`config.mk`:
```
export PLATFORM = sky130hd
export DESIGN_NAME = acs_device_flat
export DESIGN_NICKNAME = d
export VERILOG_FILES = /design/src/acs_pkg.sv /design/src/acs_if.sv /design/src/acs_device.sv /design/src/flat_wrapper.sv
export SDC_FILE = /design/constraint.sdc
export NUM_CORES = 1
export LEC_CHECK = 0
export BUFFER_PORTS_ARGS = -buffer_cell sky130_fd_sc_hd__buf_2
export CAP_MARGIN = 0
export CELL_PAD_IN_SITES_DETAIL_PLACEMENT = 0
export CELL_PAD_IN_SITES_GLOBAL_PLACEMENT = 2
export CORE_MARGIN = 2
export CORE_UTILIZATION = 31
export CTS_BUF_LIST = sky130_fd_sc_hd__clkbuf_4 sky130_fd_sc_hd__clkbuf_8 sky130_fd_sc_hd__clkbuf_16
export CTS_CLUSTER_DIAMETER = 50
export DETAILED_ROUTE_END_ITERATION = 7
export GPL_TIMING_DRIVEN = 0
export PLACE_DENSITY = 0.76
export SYNTH_ARGS = -nofsm -noshare
export SYNTH_HDL_FRONTEND = slang
export SYNTH_SLANG_ARGS = --single-unit
```
`constraint.sdc`:
```
create_clock -name clk -period 1.8 [get_ports clk]
set_input_delay 0 -clock clk [delete_from_list [all_inputs] [get_ports clk]]
set_output_delay 0 -clock clk [all_outputs]
set_load 0.02 [all_outputs]
```
`src/acs_pkg.sv`:
```
package acs_pkg;

   // ----------------------------------------------------------------
   // Widths and control word layout
   // ----------------------------------------------------------------
   localparam int          ACS_DATA_W    = 12;
   localparam int          ACS_CH_W      = 2;
   localparam int          ACS_BYTE_W    = 8;
   localparam int          ACS_HIGH_W    = ACS_DATA_W - ACS_BYTE_W;
   localparam int          CR_PM_LO      = 0;
   localparam int          CR_PM_HI      = 1;
   localparam int          CR_REF        = 2;
   localparam int          CR_SEQ_LO     = 3;
   localparam int          CR_SEQ_HI     = 4;
   localparam int          CR_ADDR_LO    = 5;
   localparam int          CR_ADDR_HI    = 6;
   localparam logic [11:0] CR_RESET      = 12'h000;
   localparam logic [1:0]  SEQ_CONSEC    = 2'h3;
   localparam logic [1:0]  PM_SHUTDOWN   = 2'h1;
   localparam logic [1:0]  PM_STANDBY    = 2'h2;
   localparam logic [1:0]  PM_FULL_OFF   = 2'h3;
   localparam int          HB_ZERO_BIT   = 4;
   localparam int          HB_CHAN_LO    = 5;

   // ----------------------------------------------------------------
   // Conversion timing
   // ----------------------------------------------------------------
   localparam logic [3:0]  TRACK_EDGE    = 4'hD;
   localparam logic [3:0]  CONV_EDGES    = 4'hE;
   localparam int          CLK_PERIOD_NS = 4;
   localparam int          ACQ_TIME_NS   = 135;
   localparam int          ACQ_CYCLES    = (ACQ_TIME_NS + CLK_PERIOD_NS - 1) / CLK_PERIOD_NS;
   localparam logic [1:0]  CCLK_HALF     = 2'h1;
   localparam logic [1:0]  WR_CYCLES     = 2'h1;
   localparam logic [1:0]  RD_CYCLES     = 2'h2;

   // ----------------------------------------------------------------
   // Power states
   // ----------------------------------------------------------------
   typedef enum logic [1:0]
   {
      PWR_NORMAL   = 2'b00,
      PWR_SHUTDOWN = 2'b01,
      PWR_STANDBY  = 2'b10,
      PWR_FULL_OFF = 2'b11
   } acs_power_e;

endpackage

```
`src/acs_if.sv`:
```
`timescale 1ns/1ps
// --------------------------------------------------------------------
// Parallel port between converter and host
// --------------------------------------------------------------------
interface acs_if;
   import acs_pkg::*;
   logic                  startStrobeN;
   logic                  conversionClockIn;
   logic                  busy;
   logic                  csN;
   logic                  rdN;
   logic                  wrN;
   logic                  wordByteSel;
   logic                  hben;
   logic [ACS_DATA_W-1:0] dataDev;
   logic                  dataDevOe;
   logic [ACS_DATA_W-1:0] dataHost;
   logic                  dataHostOe;

   modport dev
   (
      input  startStrobeN, conversionClockIn, csN, rdN, wrN, wordByteSel, hben, dataHost, dataHostOe,
      output busy, dataDev, dataDevOe
   );
   modport host
   (
      output startStrobeN, conversionClockIn, csN, rdN, wrN, wordByteSel, hben, dataHost, dataHostOe,
      input  busy, dataDev, dataDevOe
   );
endinterface

```
`src/acs_device.sv`:
```
`timescale 1ns/1ps
module acs_device
(
   input  wire logic                           clk,
   input  wire logic                           reset,
   acs_if.dev                                  port,
   input  wire logic [acs_pkg::ACS_DATA_W-1:0] sarResult,
   output      logic                           trackMode,
   output      logic                           refInternal,
   output      acs_pkg::acs_power_e            powerState,
   output      logic [acs_pkg::ACS_CH_W-1:0]   convChannel
);
   import acs_pkg::*;

   // ----------------------------------------------------------------
   // State
   // ----------------------------------------------------------------
   logic                  clkPrev,    next_clkPrev;
   logic                  startPrev,  next_startPrev;
   logic                  wrPrev,     next_wrPrev;
   logic                  csPrev,     next_csPrev;
   logic                  busy,       next_busy;
   logic [3:0]            edgeCnt,    next_edgeCnt;
   logic                  next_trackMode;
   acs_power_e            next_powerState;
   logic [ACS_DATA_W-1:0] ctrl,       next_ctrl;
   logic [ACS_BYTE_W-1:0] lowStage,   next_lowStage;
   logic [ACS_CH_W-1:0]   seqChan,    next_seqChan;
   logic [ACS_CH_W-1:0]   next_convChannel;
   logic [ACS_CH_W-1:0]   resChan,    next_resChan;
   logic [ACS_DATA_W-1:0] result,     next_result;
   logic [ACS_DATA_W-1:0] dataOut,    next_dataOut;
   logic                  dataOe,     next_dataOe;

   logic                  clkRise;
   logic                  startFall;
   logic                  startRise;
   logic                  wrCommit;
   logic [ACS_DATA_W-1:0] wrWord;
   logic [1:0]            seqMode;
   logic [1:0]            pmMode;
   logic [ACS_CH_W-1:0]   lastChan;

   assign port.busy      = busy;
   assign port.dataDev   = dataOut;
   assign port.dataDevOe = dataOe;
   assign refInternal    = ctrl[CR_REF];

   // Power state that an automatic mode falls into after a conversion.
   function automatic acs_power_e idle_power(input logic [1:0] pm);
      case (pm)
         PM_SHUTDOWN: idle_power = PWR_SHUTDOWN;
         PM_STANDBY:  idle_power = PWR_STANDBY;
         PM_FULL_OFF: idle_power = PWR_FULL_OFF;
         default:     idle_power = PWR_NORMAL;
      endcase
   endfunction

   // ----------------------------------------------------------------
   // Pin edge detection
   // ----------------------------------------------------------------
   // The pins are synchronous to clk, so one history flop per pin is enough.
   always_comb
   begin
      next_clkPrev   = port.conversionClockIn;
      next_startPrev = port.startStrobeN;
      next_wrPrev    = port.wrN;
      next_csPrev    = port.csN;
      clkRise        = port.conversionClockIn & ~clkPrev;
      startFall      = ~port.startStrobeN & startPrev;
      startRise      = port.startStrobeN & ~startPrev;
      // Data is latched on the write strobe rising edge while selected.
      wrCommit       = port.wrN & ~wrPrev & ~csPrev;
      seqMode        = {ctrl[CR_SEQ_HI], ctrl[CR_SEQ_LO]};
      pmMode         = {ctrl[CR_PM_HI], ctrl[CR_PM_LO]};
      lastChan       = ctrl[CR_ADDR_HI:CR_ADDR_LO];
   end

   // History follows the pins even during reset, so release never shows a false edge
   // whatever level the host parks its strobes at.
   always_ff @(posedge clk)
   begin
      clkPrev   <= next_clkPrev;
      startPrev <= next_startPrev;
      wrPrev    <= next_wrPrev;
      csPrev    <= next_csPrev;
   end

   // ----------------------------------------------------------------
   // Control register writes
   // ----------------------------------------------------------------
   // In byte mode the low byte is staged and the high write commits the word,
   // so a half-written word never steers the sequencer.
   always_comb
   begin
      next_ctrl     = ctrl;
      next_lowStage = lowStage;
      wrWord        = {port.dataHost[ACS_HIGH_W-1:0], lowStage};
      if (wrCommit)
      begin
         if (port.wordByteSel)
            next_ctrl = port.dataHost;
         else if (port.hben)
            next_ctrl = wrWord;
         else
            next_lowStage = port.dataHost[ACS_BYTE_W-1:0];
      end
   end

   always_ff @(posedge clk)
   begin
      if (reset)
      begin
         ctrl     <= CR_RESET;
         lowStage <= '0;
      end
      else
      begin
         ctrl     <= next_ctrl;
         lowStage <= next_lowStage;
      end
   end

   // ----------------------------------------------------------------
   // Conversion sequencing, track-and-hold and power
   // ----------------------------------------------------------------
   always_comb
   begin
      next_busy        = busy;
      next_edgeCnt     = edgeCnt;
      next_trackMode   = trackMode;
      next_powerState  = powerState;
      next_seqChan     = seqChan;
      next_convChannel = convChannel;
      next_resChan     = resChan;
      next_result      = result;
      if (startFall && !busy)
      begin
         next_busy      = 1'b1;
         next_edgeCnt   = '0;
         next_trackMode = 1'b0;
         if (seqMode == SEQ_CONSEC)
            next_convChannel = seqChan;
         else
            next_convChannel = lastChan;
      end
      else if (busy && startRise)
      begin
         // The strobe came back before the conversion finished.
         next_busy      = 1'b0;
         next_trackMode = 1'b1;
      end
      else if (busy && clkRise)
      begin
         next_edgeCnt = edgeCnt + 4'h1;
         if (next_edgeCnt == TRACK_EDGE)
            next_trackMode = 1'b1;
         if (next_edgeCnt == CONV_EDGES)
         begin
            next_busy       = 1'b0;
            next_result     = sarResult;
            next_resChan    = convChannel;
            next_powerState = idle_power(pmMode);
            if (seqMode == SEQ_CONSEC)
            begin
               if (convChannel == lastChan)
                  next_seqChan = '0;
               else
                  next_seqChan = convChannel + 2'h1;
            end
         end
      end
      else if (startRise)
      begin
         next_trackMode  = 1'b1;
         next_powerState = PWR_NORMAL;
      end
      // A control write restarts the sequence; full-off mode bits force full shutdown whenever no conversion is busy.
      if (wrCommit && next_ctrl != ctrl)
         next_seqChan = '0;
      else if (wrCommit)
         next_seqChan = '0;
      if ({next_ctrl[CR_PM_HI], next_ctrl[CR_PM_LO]} == PM_FULL_OFF && !next_busy)
         next_powerState = PWR_FULL_OFF;
   end

   // Hold after reset: the track switch waits for the first strobe rise.
   always_ff @(posedge clk)
   begin
      if (reset)
      begin
         busy        <= 1'b0;
         edgeCnt     <= '0;
         trackMode   <= 1'b0;
         powerState  <= PWR_NORMAL;
         seqChan     <= '0;
         convChannel <= '0;
         resChan     <= '0;
         result      <= '0;
      end
      else
      begin
         busy        <= next_busy;
         edgeCnt     <= next_edgeCnt;
         trackMode   <= next_trackMode;
         powerState  <= next_powerState;
         seqChan     <= next_seqChan;
         convChannel <= next_convChannel;
         resChan     <= next_resChan;
         result      <= next_result;
      end
   end

   // ----------------------------------------------------------------
   // Result read port
   // ----------------------------------------------------------------
   // Data appears one cycle after both strobes are low and drops one cycle
   // after either rises; the host must allow for that lag.
   always_comb
   begin
      next_dataOe  = ~port.csN & ~port.rdN;
      next_dataOut = '0;
      if (next_dataOe)
      begin
         if (port.wordByteSel)
            next_dataOut = result;
         else if (port.hben)
         begin
            next_dataOut[ACS_HIGH_W-1:0]              = result[ACS_DATA_W-1:ACS_BYTE_W];
            next_dataOut[HB_ZERO_BIT]                 = 1'b0;
            next_dataOut[HB_CHAN_LO+ACS_CH_W-1:HB_CHAN_LO] = resChan;
         end
         else
            next_dataOut[ACS_BYTE_W-1:0] = result[ACS_BYTE_W-1:0];
      end
   end

   always_ff @(posedge clk)
   begin
      if (reset)
      begin
         dataOe  <= 1'b0;
         dataOut <= '0;
      end
      else
      begin
         dataOe  <= next_dataOe;
         dataOut <= next_dataOut;
      end
   end

endmodule

```
`src/flat_wrapper.sv`:
```
// flat-port wrapper written by rule: the top's interface ports become plain ports
module acs_device_flat import acs_pkg::*;
  (clk, reset, sarResult, trackMode, refInternal, powerState, convChannel, port_startStrobeN, port_conversionClockIn, port_csN, port_rdN, port_wrN, port_wordByteSel, port_hben, port_dataHost, port_dataHostOe, port_busy, port_dataDev, port_dataDevOe);
  acs_if port_i ();
  input  wire logic clk;
  input  wire logic reset;
  input  wire logic [acs_pkg::ACS_DATA_W-1:0] sarResult;
  output      logic trackMode;
  output      logic refInternal;
  output      acs_pkg::acs_power_e powerState;
  output      logic [acs_pkg::ACS_CH_W-1:0] convChannel;
  input wire logic [$bits(port_i.startStrobeN)-1:0] port_startStrobeN;
  input wire logic [$bits(port_i.conversionClockIn)-1:0] port_conversionClockIn;
  input wire logic [$bits(port_i.csN)-1:0] port_csN;
  input wire logic [$bits(port_i.rdN)-1:0] port_rdN;
  input wire logic [$bits(port_i.wrN)-1:0] port_wrN;
  input wire logic [$bits(port_i.wordByteSel)-1:0] port_wordByteSel;
  input wire logic [$bits(port_i.hben)-1:0] port_hben;
  input wire logic [$bits(port_i.dataHost)-1:0] port_dataHost;
  input wire logic [$bits(port_i.dataHostOe)-1:0] port_dataHostOe;
  output wire logic [$bits(port_i.busy)-1:0] port_busy;
  output wire logic [$bits(port_i.dataDev)-1:0] port_dataDev;
  output wire logic [$bits(port_i.dataDevOe)-1:0] port_dataDevOe;
  assign port_i.startStrobeN = port_startStrobeN;
  assign port_i.conversionClockIn = port_conversionClockIn;
  assign port_i.csN = port_csN;
  assign port_i.rdN = port_rdN;
  assign port_i.wrN = port_wrN;
  assign port_i.wordByteSel = port_wordByteSel;
  assign port_i.hben = port_hben;
  assign port_i.dataHost = port_dataHost;
  assign port_i.dataHostOe = port_dataHostOe;
  assign port_busy = port_i.busy;
  assign port_dataDev = port_i.dataDev;
  assign port_dataDevOe = port_i.dataDevOe;
  acs_device u_core (.clk(clk), .reset(reset), .port(port_i), .sarResult(sarResult), .trackMode(trackMode), .refInternal(refInternal), .powerState(powerState), .convChannel(convChannel));
endmodule
```
After elaboration in Yosys (flattened, before gate mapping). Cells that the tools add are included.

$add $sub $neg: 2. Multiply operators: 0. Divide/modulo/power cells: 0. Magnitude comparators: 0. Eq/ne operators: 13. Shifts and indexed selects: 0. Muxes and demuxes: 23. Bitwise logic cells: 18. Reduce and logical (&&, ||, !) cells: 19.

Operators with widths (number): 12-bit two-way mux (3); 2-bit two-way mux (8); 12-bit != test (1); 1-bit NOT (12); 1-bit two-way mux (9); 2-bit equality test (second input constant) (4); 4-bit equality test (second input constant) (2); 8-bit two-way mux (1); 4-bit AND reduction (2); 7-bit two-way mux (1); 1-bit bitwise AND (6); 2-bit one-hot mux with 3 select lines (1); 3-bit nonzero test (2); 3-bit OR reduction (2); 1-bit logical AND (5); 5-bit AND reduction (1); 4-bit by 1-bit adder with 4-bit output (second input constant) (1); 2-bit != test (second input constant) (2); 2-bit AND reduction (2); 2-bit OR reduction (2); 3-bit by 2-bit != test with 1-bit output (second input constant) (1); 3-bit != test (second input constant) (1); 3-bit AND reduction (1); 2-bit by 1-bit adder with 2-bit output (second input constant) (1); other kinds (3) (4).

Register bits: 63. Bits in latches: 0. Bits in writable memories: 0. ROM bits: 0. Bits of input ports: 34. Output and inout bits: 20. Logic and storage cells: 92. Memories: 0.

Depth between registers and ports, before layout. Gate-level depths: netlist of the first run.

Word-level depth: 10. Gate-level depth with buffers: 8. Mapped depth without buffers: 7.

Worst setup path after synthesis of the first run. Ideal clock, no wire load.

Kind: register to register. Start: register u_core.edgeCnt[0]. End: register u_core.seqChan[0]. Library setup time: 0.086 ns. Data arrival time: 1.527 ns. Required time: 1.714 ns. Path slack: 0.188 ns. Stages on the path, launching flop included: 7. Buffers on the path: 0. Clock period less this slack: 1.612 ns. Cells stage by stage: dfxtp_1 ha_1 nand2b_1 o21ai_1 a32o_4 nand4_1 a211oi_1.

Longest elaborated chain between the ends: 3.

RTL lines: start: declaration (line acs_device.sv:23) `logic [3:0] edgeCnt, next_edgeCnt;`; start signal: assignment (line acs_device.sv:204) `edgeCnt <= next_edgeCnt;`; 4-bit by 1-bit adder with 4-bit output (line acs_device.sv:155) `next_edgeCnt = edgeCnt + 4'h1;`; 4-bit equality test (line acs_device.sv:158) `if (next_edgeCnt == CONV_EDGES)`; 5-bit AND reduction (no source line); end signal: assignment (line acs_device.sv:207) `seqChan <= next_seqChan;`; end: declaration (line acs_device.sv:28) `logic [ACS_CH_W-1:0] seqChan, next_seqChan;`.

No other way between the ends. A chain may end at the register's enable or synchronous reset.

Worst setup path after layout of the first run.
Start: register u_core.edgeCnt[0]. End: register u_core.powerState[0].

Longest elaborated chain between the ends: 10. Elaborated cells between the ends (all ways): 14. Those cells by class: add/sub: 1; eq/ne: 4; mux: 5; reduce/logical: 4.

RTL lines: 4-bit by 1-bit adder with 4-bit output (*) (line acs_device.sv:155); 4-bit equality test (*) (line acs_device.sv:158); 1-bit two-way mux (line acs_device.sv:158); 1-bit two-way mux (line acs_device.sv:153) `else if (busy && clkRise)`; 1-bit two-way mux (line acs_device.sv:147) `else if (busy && startRise)`; 1-bit two-way mux (line acs_device.sv:137) `if (startFall && !busy)`; 1-bit logical NOT (line acs_device.sv:183) `if ({next_ctrl[CR_PM_HI], next_ctrl[CR_PM_LO]} == PM_FULL_OFF && !next_busy)`; 1-bit logical AND (line acs_device.sv:183); 3-bit != test (no source line) (tied with other cells); 4-bit AND reduction (no source line); end signal: assignment (line acs_device.sv:206) `powerState <= next_powerState;`; end: declaration (line acs_device.sv:10) `output acs_pkg::acs_power_e powerState,`.

Every way passes the cells marked *; elsewhere a longest branch is shown, timed or not.

==> metrics.md, run 1 <==
| Metric | Value |
|---|---|
| Yosys warning count | `0` |
| Power per cell area | `about 860 mW/mm²` |
| Input/output buffers | `45` |
| Mapped Nets | `301` |
| Synthesized area per cell | `8.896 µm²` |
| VDD IR max | `0.5106 mV` |
| Detailed Place HPWL | `4030 µm` |
| Outcome | `finished, final reports clean` |
| Top post-synthesis cells by area | `dfxtp_1 49%, nand2_1 7.2%, a21oi_1 6.4%` |
| Core area | `between 0.007 and 0.008 mm²` |
| TritonRoute pass-1 iters | `4` |
| H-tree Lvls | `3` |
| Placer Congestion | `between 0.7 and 0.8` |
| Final worst-path cycle share | `0.9450` |
| Slew @ Worst Pin | `659.5 ps` |
| Post-route setup slack | `99.02 ps` |
| Required time worst endpoint | `2010 ps` |
| Yosys cell types | `46` |
| Largest net degree at the start of global routing | `13` |
| Unrepaired setup endpoints after global routing | `no` |
| Critical path class | `reg -> reg` |
| Async SR Flop Fraction | `0` |
| Primary FF master, synth | `dfxtp_1` |
| Mapped Cells | `roughly 260` |
| Final core occ | `0.4362` |
| GRT overflow | `0` |
| Final worst path period need | `1701 ps` |
| Wire length after detailed routing | `5703 µm` |
| Number of synthesized flops with an enable pin | `0` |
| DP Worst Slack | `-75.61 ps` |
| Die footprint | `0.008288 mm²` |
| Clock transition at the registers of the reported paths | `80 ps` |
| Largest area contributor in the netlist | `dfxtp_1` |
| Cell row count | `31` |
| Skew final | `12.17 ps` |
| Max Transition Viols Final | `0` |
| Avg WL per Cell | `12.65 µm` |
| Initial antenna violation count | `0` |
| Max FO, Critical Path | `6` |
| Die H | `91.04 µm` |
| HP Class | `in -> reg` |
| Gr usage total | `0.1486` |
| Clk sinks | `57` |
| Setup crit start kind | `register` |
| Initial Util | `0.3221` |
| Via count | `2073` |
| Area grow syn2layout | `35.43%` |
| Global-route wire length before repair | `a little under 10000 µm` |
| Most common cell after layout, fill and taps aside | `dfxtp_1` |
| Layout cells sized above 1 | `0.2443` |
| Synth top area share | `0.4859` |
| Worst-Skew Late Latency | `340 ps` |
| Count of state elements after synthesis | `57` |
| # fillers | `781` |
| Clk buf depth | `2` |
| Most frequent cells in the layout | `54 x dfxtp_1, 46 x buf_2, 45 x nand2_1, 30 x a21oi_1, 25 x nor2_1` |
| # IOs | `54` |
| Critical path capture point type | `register` |
| Leakage power | `1.257 nW` |
| Root buf cell | `clkbuf_8` |
| Post-Syn Area | `0.002349 mm²` |
| Detail Route Antenna Nets | `0` |
| Vias/cell | `4.596` |
| Finish-stage setup viols | `0` |
| Die X | `about 90 µm` |
| Crit path DAT | `1910 ps` |
| Overall power | `2.734 mW` |
| CTS tree | `built` |
| Max cap viols | `0` |
| Seq/Total Area, Yosys | `0.4859` |
| Final Hold Fails | `0` |
| Layout net count | `384` |
| N_diodes | `0` |
| Fmax | `0.5879 GHz` |
| DRC Markers | `0` |
| Iteration-0 DRC Markers | `95` |
| Worst slew margin | `0.5587` |
| Vias in the first global route | `1989` |
| CTS Buf Count | `9` |
## synth_stat cells (2+ instances only)
master    count
ha_1          3
nand3_1      11
xnor2_1       3
dfxtp_1      57
o22a_1        2
and2_1        2
nor2_1       25
inv_1         5
a311oi_1      3
and3_1        4
nand2b_1      3
nand2_1      45
a21oi_1      30
clkbuf_1     10
o21ai_0       3
a211oi_1      2
nor2b_1       6
o22ai_1       7
a21o_1        2
o21ai_1       3
nor3b_1       2
mux2i_1       9
nand4_1       2
nor3b_2       2
o21a_1        2
## stage by stage
stage                     cell area (µm²)  setup TNS [ps]  std cells  hold slack (ps)
final                                3181               0        451            136.0
after global routing                 3181               0        451            159.4
after CTS                            3164               0        451            113.6
after detailed placement             2698          -581.2        408            118.8
after global placement               2698          -483.6        408            119.2
after floorplan                      2349               0        264            27.72
## what timing repair did
item                       in CTS  in global routing
cloned                          0                  0
hold endpoints to repair       23                  0
setup buffers                   4                  0
gates resized for setup         1                  8
pin swaps                       1                  1
setup endpoints to repair      14                 22
hold buffers                   23                  0
## sequential cells by signal, summed over array words and instances, names as in the netlist, named ones only
signal	flops
u_core.seqChan	2
u_core.powerState	2
u_core.wrPrev	1
u_core.startPrev	1
u_core.csPrev	1
u_core.port.dataDev	12
u_core.lowStage	7
u_core.result	12
u_core.clkPrev	1
u_core.port.dataDevOe	1
u_core.edgeCnt	4
u_core.trackMode	1
u_core.resChan	2
u_core.port.busy	1
u_core.ctrl	2
u_core.convChannel	2
## final cells by class
class / instances / area (µm²) / area share
Buffer: 13 / 62.56 / 0.01967
Clock buffer: 9 / 123.9 / 0.03895
Clock inverter: 7 / 78.83 / 0.02478
Inverter: 6 / 22.52 / 0.007081
Multi-Input combinational cell: 188 / 1139 / 0.3580
Sequential cell: 57 / 1145 / 0.3600
Tap cell: 99 / 123.9 / 0.03895
Timing Repair Buffer: 72 / 485.5 / 0.1526
## critical path: stages, from the launching register on
cell	delay, ps
dfxtp_2	390
ha_2	240
nand2b_1	130
o21ai_2	90
a32oi_4	260
buf_4	180
mux2i_1	190
o22ai_1	90
## report_power, final
| part | switching (mW) | total, mW | internal, mW |
|---|---|---|---|
| clock network | 0.562 | 1.21 | 0.647 |
| logic | 0.114 | 0.220 | 0.107 |
| registers | 0.0221 | 1.30 | 1.28 |
## final timing paths
kind / startpoint / to / slack [ps] / depth (start not counted)
worst max-delay path: u_core.edgeCnt[0]$_SDFFE_PP0P_ / u_core.powerState[0]$_SDFFE_PP0P_ / 100 / 7
worst min-delay path: port_wordByteSel / u_core.lowStage[6]$_SDFFE_PP0P_ / 140 / 4
worst max register to register: u_core.edgeCnt[0]$_SDFFE_PP0P_ / u_core.powerState[0]$_SDFFE_PP0P_ / 100 / 7
worst min register to register: u_core.result[4]$_SDFFE_PP0P_ / u_core.result[4]$_SDFFE_PP0P_ / 450 / 2
## cell families (layout without fill, tap and decap cells)
group / Yosys count / in the layout / synth area share
AO/OA/AOI/OAI: 59 / 59 / 0.1641
XOR/XNOR: 4 / 4 / 0.01492
adder cells (fa/ha/maj): 3 / 3 / 0.01598
buffers and inverters: 19 / 107 / 0.03570
flip-flops: 57 / 57 / 0.4859
multiplexers: 9 / 9 / 0.03836
AND/OR/NAND/NOR: 113 / 113 / 0.2451
## layer usage
| layer | wire, µm | vias up | GRT usage |
|---|---|---|---|
| li1 | - | 1086 | - |
| met1 | 2833 | 932 | 0.1984 |
| met2 | 2532 | 49 | 0.2284 |
| met3 | 279 | 6 | 0.05560 |
| met4 | 57 | 0 | 0.03409 |
| met5 | 0 | - | 0 |
Power figures use the tool's default switching activity.
==> run 2, diff against run 1 <==
--- a/config.mk
+++ b/config.mk
@@ -9,7 +9,6 @@
 export CAP_MARGIN = 0
 export CELL_PAD_IN_SITES_DETAIL_PLACEMENT = 0
 export CELL_PAD_IN_SITES_GLOBAL_PLACEMENT = 2
-export CORE_MARGIN = 2
 export CORE_UTILIZATION = 31
 export CTS_BUF_LIST = sky130_fd_sc_hd__clkbuf_4 sky130_fd_sc_hd__clkbuf_8 sky130_fd_sc_hd__clkbuf_16
 export CTS_CLUSTER_DIAMETER = 50
==> metrics.md, run 2 (synthesis results as in run 1) <==
| Metric | Value |
|---|---|
| Crit path DAT | `1930 ps (+20 ps)` |
| R2r startpoint | `u_core.port.busy$_SDFF_PP0_` |
| Clock transition at the registers of the reported paths | `70 ps (about the same)` |
| Critical path capture point type | `register` |
| Overall power | `2.741 mW (+0.26%)` |
| Outcome | `finished, final reports clean` |
| Initial Util | `0.3221 (unchanged)` |
| Avg WL per Cell | `12.62 µm (-0.22%)` |
| Detailed Place HPWL | `4026 µm (-0.10%)` |
| Final core occ | `0.4341 (-0.002059)` |
| Detail Route Antenna Nets | `0 (unchanged)` |
| Clk sinks | `57 (unchanged)` |
| Min-delay src | `port_wordByteSel` |
| HP Class | `in -> reg` |
| GRT overflow | `0 (unchanged)` |
| Die footprint | `0.007928 mm² (-4.3%)` |
| Die X | `89.04 µm (-2.2%)` |
| Worst-Skew Late Latency | `330 ps (about the same)` |
| Fmax | `0.6004 GHz (+2.1%)` |
| Area grow syn2layout | `34.79%` |
| Iteration-0 DRC Markers | `51 (-46%)` |
| Input/output buffers | `45 (unchanged)` |
| Critical path class | `reg -> reg` |
| Max Transition Viols Final | `0 (unchanged)` |
| # fillers | `783 (+0.26%)` |
| Setup crit start kind | `register` |
| Final worst-path cycle share | `0.9253 (-0.01974)` |
| Core area | `0.007292 mm² (unchanged)` |
| Cell row count | `31 (unchanged)` |
| Post-route setup slack | `134.5 ps (+35.53 ps)` |
| N_diodes | `0 (unchanged)` |
| Via count | `2025 (-2.3%)` |
| Most common cell after layout, fill and taps aside | `dfxtp_1` |
| Initial antenna violation count | `0 (unchanged)` |
| # IOs | `54 (unchanged)` |
| Worst slew margin | `0.5555 (-0.003215)` |
| VDD IR max | `0.3461 mV (-32%)` |
| Layout cells sized above 1 | `0.2393 (-0.005002)` |
| Slew @ Worst Pin | `664.3 ps (+4.805 ps)` |
| Clk buf depth | `2 (unchanged)` |
| Unrepaired setup endpoints after global routing | `no` |
| CTS Buf Count | `9 (unchanged)` |
| Vias/cell | `4.500 (-2.1%)` |
| Gr usage total | `0.1555 (+0.006915)` |
| DRC Markers | `0 (unchanged)` |
| Final Hold Fails | `0 (unchanged)` |
| Placer Congestion | `0.7020 (-3.8%)` |
| Most frequent cells in the layout | `55 x dfxtp_1, 46 x buf_2, 45 x nand2_1, 30 x a21oi_1, 25 x nor2_1` |
| DP Worst Slack | `-82.33 ps (-6.727 ps)` |
| TritonRoute pass-1 iters | `4 (unchanged)` |
| Power per cell area | `865.8 mW/mm² (+0.73%)` |
| CTS tree | `built` |
| Endpoint, Worst Hold | `u_core.lowStage[0]$_SDFFE_PP0P_` |
| Layout net count | `383 (-0.26%)` |
| Largest net degree at the start of global routing | `13 (unchanged)` |
| Root buf cell | `clkbuf_8` |
| Die H | `89.04 µm (-2.2%)` |
| Leakage power | `1.270 nW (+1.1%)` |
| H-tree Lvls | `3 (unchanged)` |
| R2r setup slk | `130 ps (+40 ps)` |
| Skew final | `7.017 ps (-5.151 ps)` |
| Vias in the first global route | `1880 (-5.5%)` |
| Max FO, Critical Path | `10 (+4)` |
| Max cap viols | `0 (unchanged)` |
| Finish-stage setup viols | `0 (unchanged)` |
| Worst reg-to-reg path cell count | `6 (-1)` |
| Worst reg2reg path endpoint | `u_core.resChan[0]$_SDFFE_PP0P_` |
| Required time worst endpoint | `2060 ps (+50 ps)` |
| Hold path depth | `4 (unchanged)` |
| Final worst path period need | `1665 ps (-35.53 ps)` |
| Wire length after detailed routing | `5678 µm (-0.44%)` |
| Global-route wire length before repair | `9204 µm (-5.5%)` |
[run 2: cell types whose count changed in the layout (fill, tap and decap cells not counted), sizes merged]
cell / before / now
buf: 52 / 51
clkinv: 2 / 4
clkinvlp: 3 / 0
inv: 7 / 8
[run 2: area by class of cell]
cell class	instances	area (µm²)	area share
timing repair buffer	71	478.0	0.1510
inverter	6	22.52	0.007115
clock inverter	7	78.83	0.02490
clock buffer	9	123.9	0.03913
sequential	57	1144	0.3613
tap	99	123.9	0.03913
multi-input combinational	188	1132	0.3577
buffer	13	62.56	0.01976
[run 2: worst max path at each step]
stage	startpoint	endpoint	slack, ps	cells after the start
6_report	u_core.port.busy$_SDFF_PP0_	u_core.resChan[0]$_SDFFE_PP0P_	130	6
5_1_grt	u_core.port.busy$_SDFF_PP0_	u_core.resChan[0]$_SDFFE_PP0P_	30	6
4_1_cts	u_core.wrPrev$_DFF_P_	u_core.lowStage[5]$_SDFFE_PP0P_	4	5
3_5_place_dp	u_core.edgeCnt[0]$_SDFFE_PP0P_	u_core.result[5]$_SDFFE_PP0P_	-80	7
3_3_place_gp	u_core.edgeCnt[0]$_SDFFE_PP0P_	u_core.result[5]$_SDFFE_PP0P_	-60	7
2_1_floorplan	u_core.edgeCnt[0]$_SDFFE_PP0P_	u_core.seqChan[0]$_SDFFE_PP0P_	190	6
[run 2: what timing repair did]
action                                 in CTS  in global routing
endpoints found under the hold margin      23                  0
gates resized for setup                     1                  6
hold buffers                               23                  0
buffers inserted                            3                  0
setup endpoints to repair                  14                 21
cloned                                      0                  0
pin swaps                                   1                  0
[run 2: per-layer routing]
metal | GRT usage | wire length [µm]
met1 | 0.2058 | 2839
met2 | 0.2503 | 2612
met3 | 0.04247 | 200
met4 | 0.04329 | 25
met5 | 0 | 0
[run 2: metrics by stage]
step                hold slack (ps)  setup TNS (ps)  cells  instance area (µm²)
floorplan                     27.72               0    264                 2349
global placement              117.7          -515.5    408                 2698
detailed placement            120.3          -850.1    408                 2698
CTS                           121.7               0    450                 3157
global route                  161.3               0    450                 3166
finish                        132.3               0    450                 3166
[run 2: power by group]
group	internal [mW]	switching, mW
Combinational	0.107	0.114
Clock	0.653	0.563
Sequential	1.28	0.0227
Total	2.04	0.699
[run 2: critical path, stage by stage (launching register included)]
cell,delay (ps)
dfxtp_1,520
nand3b_4,170
nor2_4,230
a32o_4,310
buf_6,160
nand2_1,60
a21oi_1,130
==> run 3, diff against run 2 <==
==> constraint.sdc (replaced) <==
create_clock -name clk -period 1.75 [get_ports clk]
set_input_delay 0 -clock clk [delete_from_list [all_inputs] [get_ports clk]]
set_output_delay 0 -clock clk [all_outputs]
set_load 0.02 [all_outputs]
==> metrics.md, run 3 (synthesis results as in run 1) <==
| Metric | Value |
|---|---|
| TritonRoute pass-1 iters | `4 (unchanged)` |
| M2 GR Usage | `0.2503 (unchanged)` |
| Crit path DAT | `1830 ps (-100 ps)` |
| Multi-input logic area | `0.001139 mm² (+0.55%)` |
| Clk buf depth | `2 (unchanged)` |
| Slowest CP cell | `dfxtp_2` |
| Area grow syn2layout | `35.43%` |
| Crit path cell chain | `ha_2 -> nand2b_1 -> o21ai_2 -> a32oi_4 -> buf_4 -> mux2i_1 -> o22ai_1` |
| Placer Congestion | `0.7020 (unchanged)` |
| Leakage power | `1.271 nW (about the same)` |
| Worst-Skew Late Latency | `330 ps (about the same)` |
| VDD IR max | `0.3559 mV (+2.8%)` |
| Min-delay src | `port_wordByteSel` |
| Fmax | `0.6088 GHz (+1.4%)` |
| Required time worst endpoint | `1940 ps (-120 ps)` |
| Iteration-0 DRC Markers | `47 (-7.8%)` |
| Most Crowded Layer GR | `met2` |
| Slew @ Worst Pin | `657.6 ps (-6.649 ps)` |
| Setup crit start kind | `register` |
| Max FO, Critical Path | `6 (-4)` |
| Endpoint, Worst Hold | `u_core.lowStage[0]$_SDFFE_PP0P_` |
| GR Layer Usage met3 | `0.04247 (unchanged)` |
| Initial Util | `0.3221 (unchanged)` |
| Skew final | `7.849 ps (+0.8314 ps)` |
| H-tree Lvls | `3 (unchanged)` |
| GRT overflow | `0 (unchanged)` |
| Via count | `2037 (+0.59%)` |
| HP Class | `in -> reg` |
| # IOs | `54 (unchanged)` |
| Die X | `89.04 µm (unchanged)` |
| Detail Route Antenna Nets | `0 (unchanged)` |
| Clock transition at the registers of the reported paths | `70 ps (about the same)` |
| Layout net count | `384 (+0.26%)` |
| N_diodes | `0 (unchanged)` |
| Wire length after detailed routing | `5673 µm (about the same)` |
| Critical path class | `reg -> reg` |
| Avg WL per Cell | `12.58 µm (-0.31%)` |
| Most frequent cells in the layout | `54 x dfxtp_1, 46 x buf_2, 45 x nand2_1, 30 x a21oi_1, 25 x nor2_1` |
| CTS tree | `built` |
| Hold path depth | `4 (unchanged)` |
| Most common cell after layout, fill and taps aside | `dfxtp_1` |
| Max Transition Viols Final | `0 (unchanged)` |
| Worst reg2reg path endpoint | `u_core.powerState[1]$_SDFFE_PP0P_` |
| Layout cells sized above 1 | `0.2443 (+0.005002)` |
| Vias in the first global route | `1880 (unchanged)` |
| Largest net degree at the start of global routing | `13 (unchanged)` |
| Vias/cell | `4.517 (+0.37%)` |
| Root buf cell | `clkbuf_8` |
| DP Worst Slack | `-132.3 ps (-50.00 ps)` |
| Post-route setup slack | `107.5 ps (-27.01 ps)` |
| Outcome | `finished, final reports clean` |
| Power per cell area | `885.8 mW/mm² (+2.3%)` |
| Die H | `89.04 µm (unchanged)` |
| Finish-stage setup viols | `0 (unchanged)` |
| R2r startpoint | `u_core.edgeCnt[0]$_SDFFE_PP0P_` |
| DRC Markers | `0 (unchanged)` |
| CP max stage delay | `380 ps (-140 ps)` |
| Input/output buffers | `45 (unchanged)` |
| Met1 GRT Util | `0.2058 (unchanged)` |
| R2r setup slk | `110 ps (-30 ps)` |
| Max cap viols | `0 (unchanged)` |
| Final worst-path cycle share | `0.9386 (+0.01330)` |
| Final worst path period need | `1642 ps (-22.99 ps)` |
| Register area | `0.001145 mm² (+0.11%)` |
| # fillers | `783 (unchanged)` |
| Cell row count | `31 (unchanged)` |
| Unrepaired setup endpoints after global routing | `yes` |
| Gr usage total | `0.1555 (unchanged)` |
| CTS Buf Count | `9 (unchanged)` |
| Worst slew margin | `0.5600 (+0.004449)` |
| Worst reg-to-reg path cell count | `7 (+1)` |
| Core area | `0.007292 mm² (unchanged)` |
| Detailed Place HPWL | `4026 µm (unchanged)` |
| Critical path capture point type | `register` |
| Final Hold Fails | `0 (unchanged)` |
| Overall power | `2.817 mW (+2.8%)` |
| Initial antenna violation count | `0 (unchanged)` |
| Die footprint | `0.007928 mm² (unchanged)` |
| Global-route wire length before repair | `9204 µm (unchanged)` |
| Clk sinks | `57 (unchanged)` |
| Setup crit start | `u_core.edgeCnt[0]$_SDFFE_PP0P_` |
[run 3: cell types whose count changed in the layout (fill, tap and decap cells not counted)]
cell	previous run	this run
nor3_2	1	0
nor3_4	1	2
buf_4	4	5
dfxtp_2	2	3
dfxtp_1	55	54
[run 3: critical path, delay by kind of cell (launching register included)]
kind	cells	cell delay (ps)
buffers and inverters	1	170
multiplexers	1	170
AO/OA/AOI/OAI	3	420
adder cells (fa/ha/maj)	1	240
flip-flops	1	380
AND/OR/NAND/NOR	1	130
[run 3: per-layer routing]
metal  part of all wire  up-vias
li1                   -     1079
met1               0.49      918
met2               0.46       38
met3              0.042        2
met4             0.0018        0
met5                  0        -
[run 3: power by group]
group          leakage (nW)  internal, mW  switching (mW)  total (mW)
Combinational         0.703         0.110           0.117       0.227
Clock                 0.104         0.671           0.577        1.25
Sequential            0.464          1.32          0.0233        1.34
[run 3: cell type report]
| cell class | instances | share of cell area |
|---|---|---|
| multi-input combinational | 188 | 0.3580 |
| timing repair buffer | 72 | 0.1526 |
| buffer | 13 | 0.01967 |
| sequential | 57 | 0.3600 |
| clock buffer | 9 | 0.03895 |
| inverter | 6 | 0.007081 |
| clock inverter | 7 | 0.02478 |
| tap | 99 | 0.03895 |
[run 3: repair_timing]
action,in CTS,in global routing
hold endpoints to repair,23,0
pin swaps,1,2
endpoints found under the setup margin,21,14
buffers inserted,3,1
resized for setup,3,5
hold buffers,23,0
[run 3: through the flow]
stage               setup TNS [ps]  std cells    util  hold WS, ps  area, µm²
finish                           0        451  0.4362        132.6       3181
global route                -4.217        451  0.4362        161.3       3181
CTS                              0        450  0.4333        121.7       3159
detailed placement           -1682        408  0.3699        120.3       2698
global placement             -1462        408  0.3699        117.7       2698
floorplan                        0        264       -        27.72       2349
[run 3: worst max-delay path by stage]
stage,endpoint,slack (ps),cells after the start
finish,u_core.powerState[1]$_SDFFE_PP0P_,110,7
CTS,u_core.powerState[1]$_SDFFE_PP0P_,2,8
global placement,u_core.result[5]$_SDFFE_PP0P_,-110,7
detailed placement,u_core.result[5]$_SDFFE_PP0P_,-130,7
floorplan,u_core.seqChan[0]$_SDFFE_PP0P_,140,6
global route,u_core.powerState[1]$_SDFFE_PP0P_,-4,7
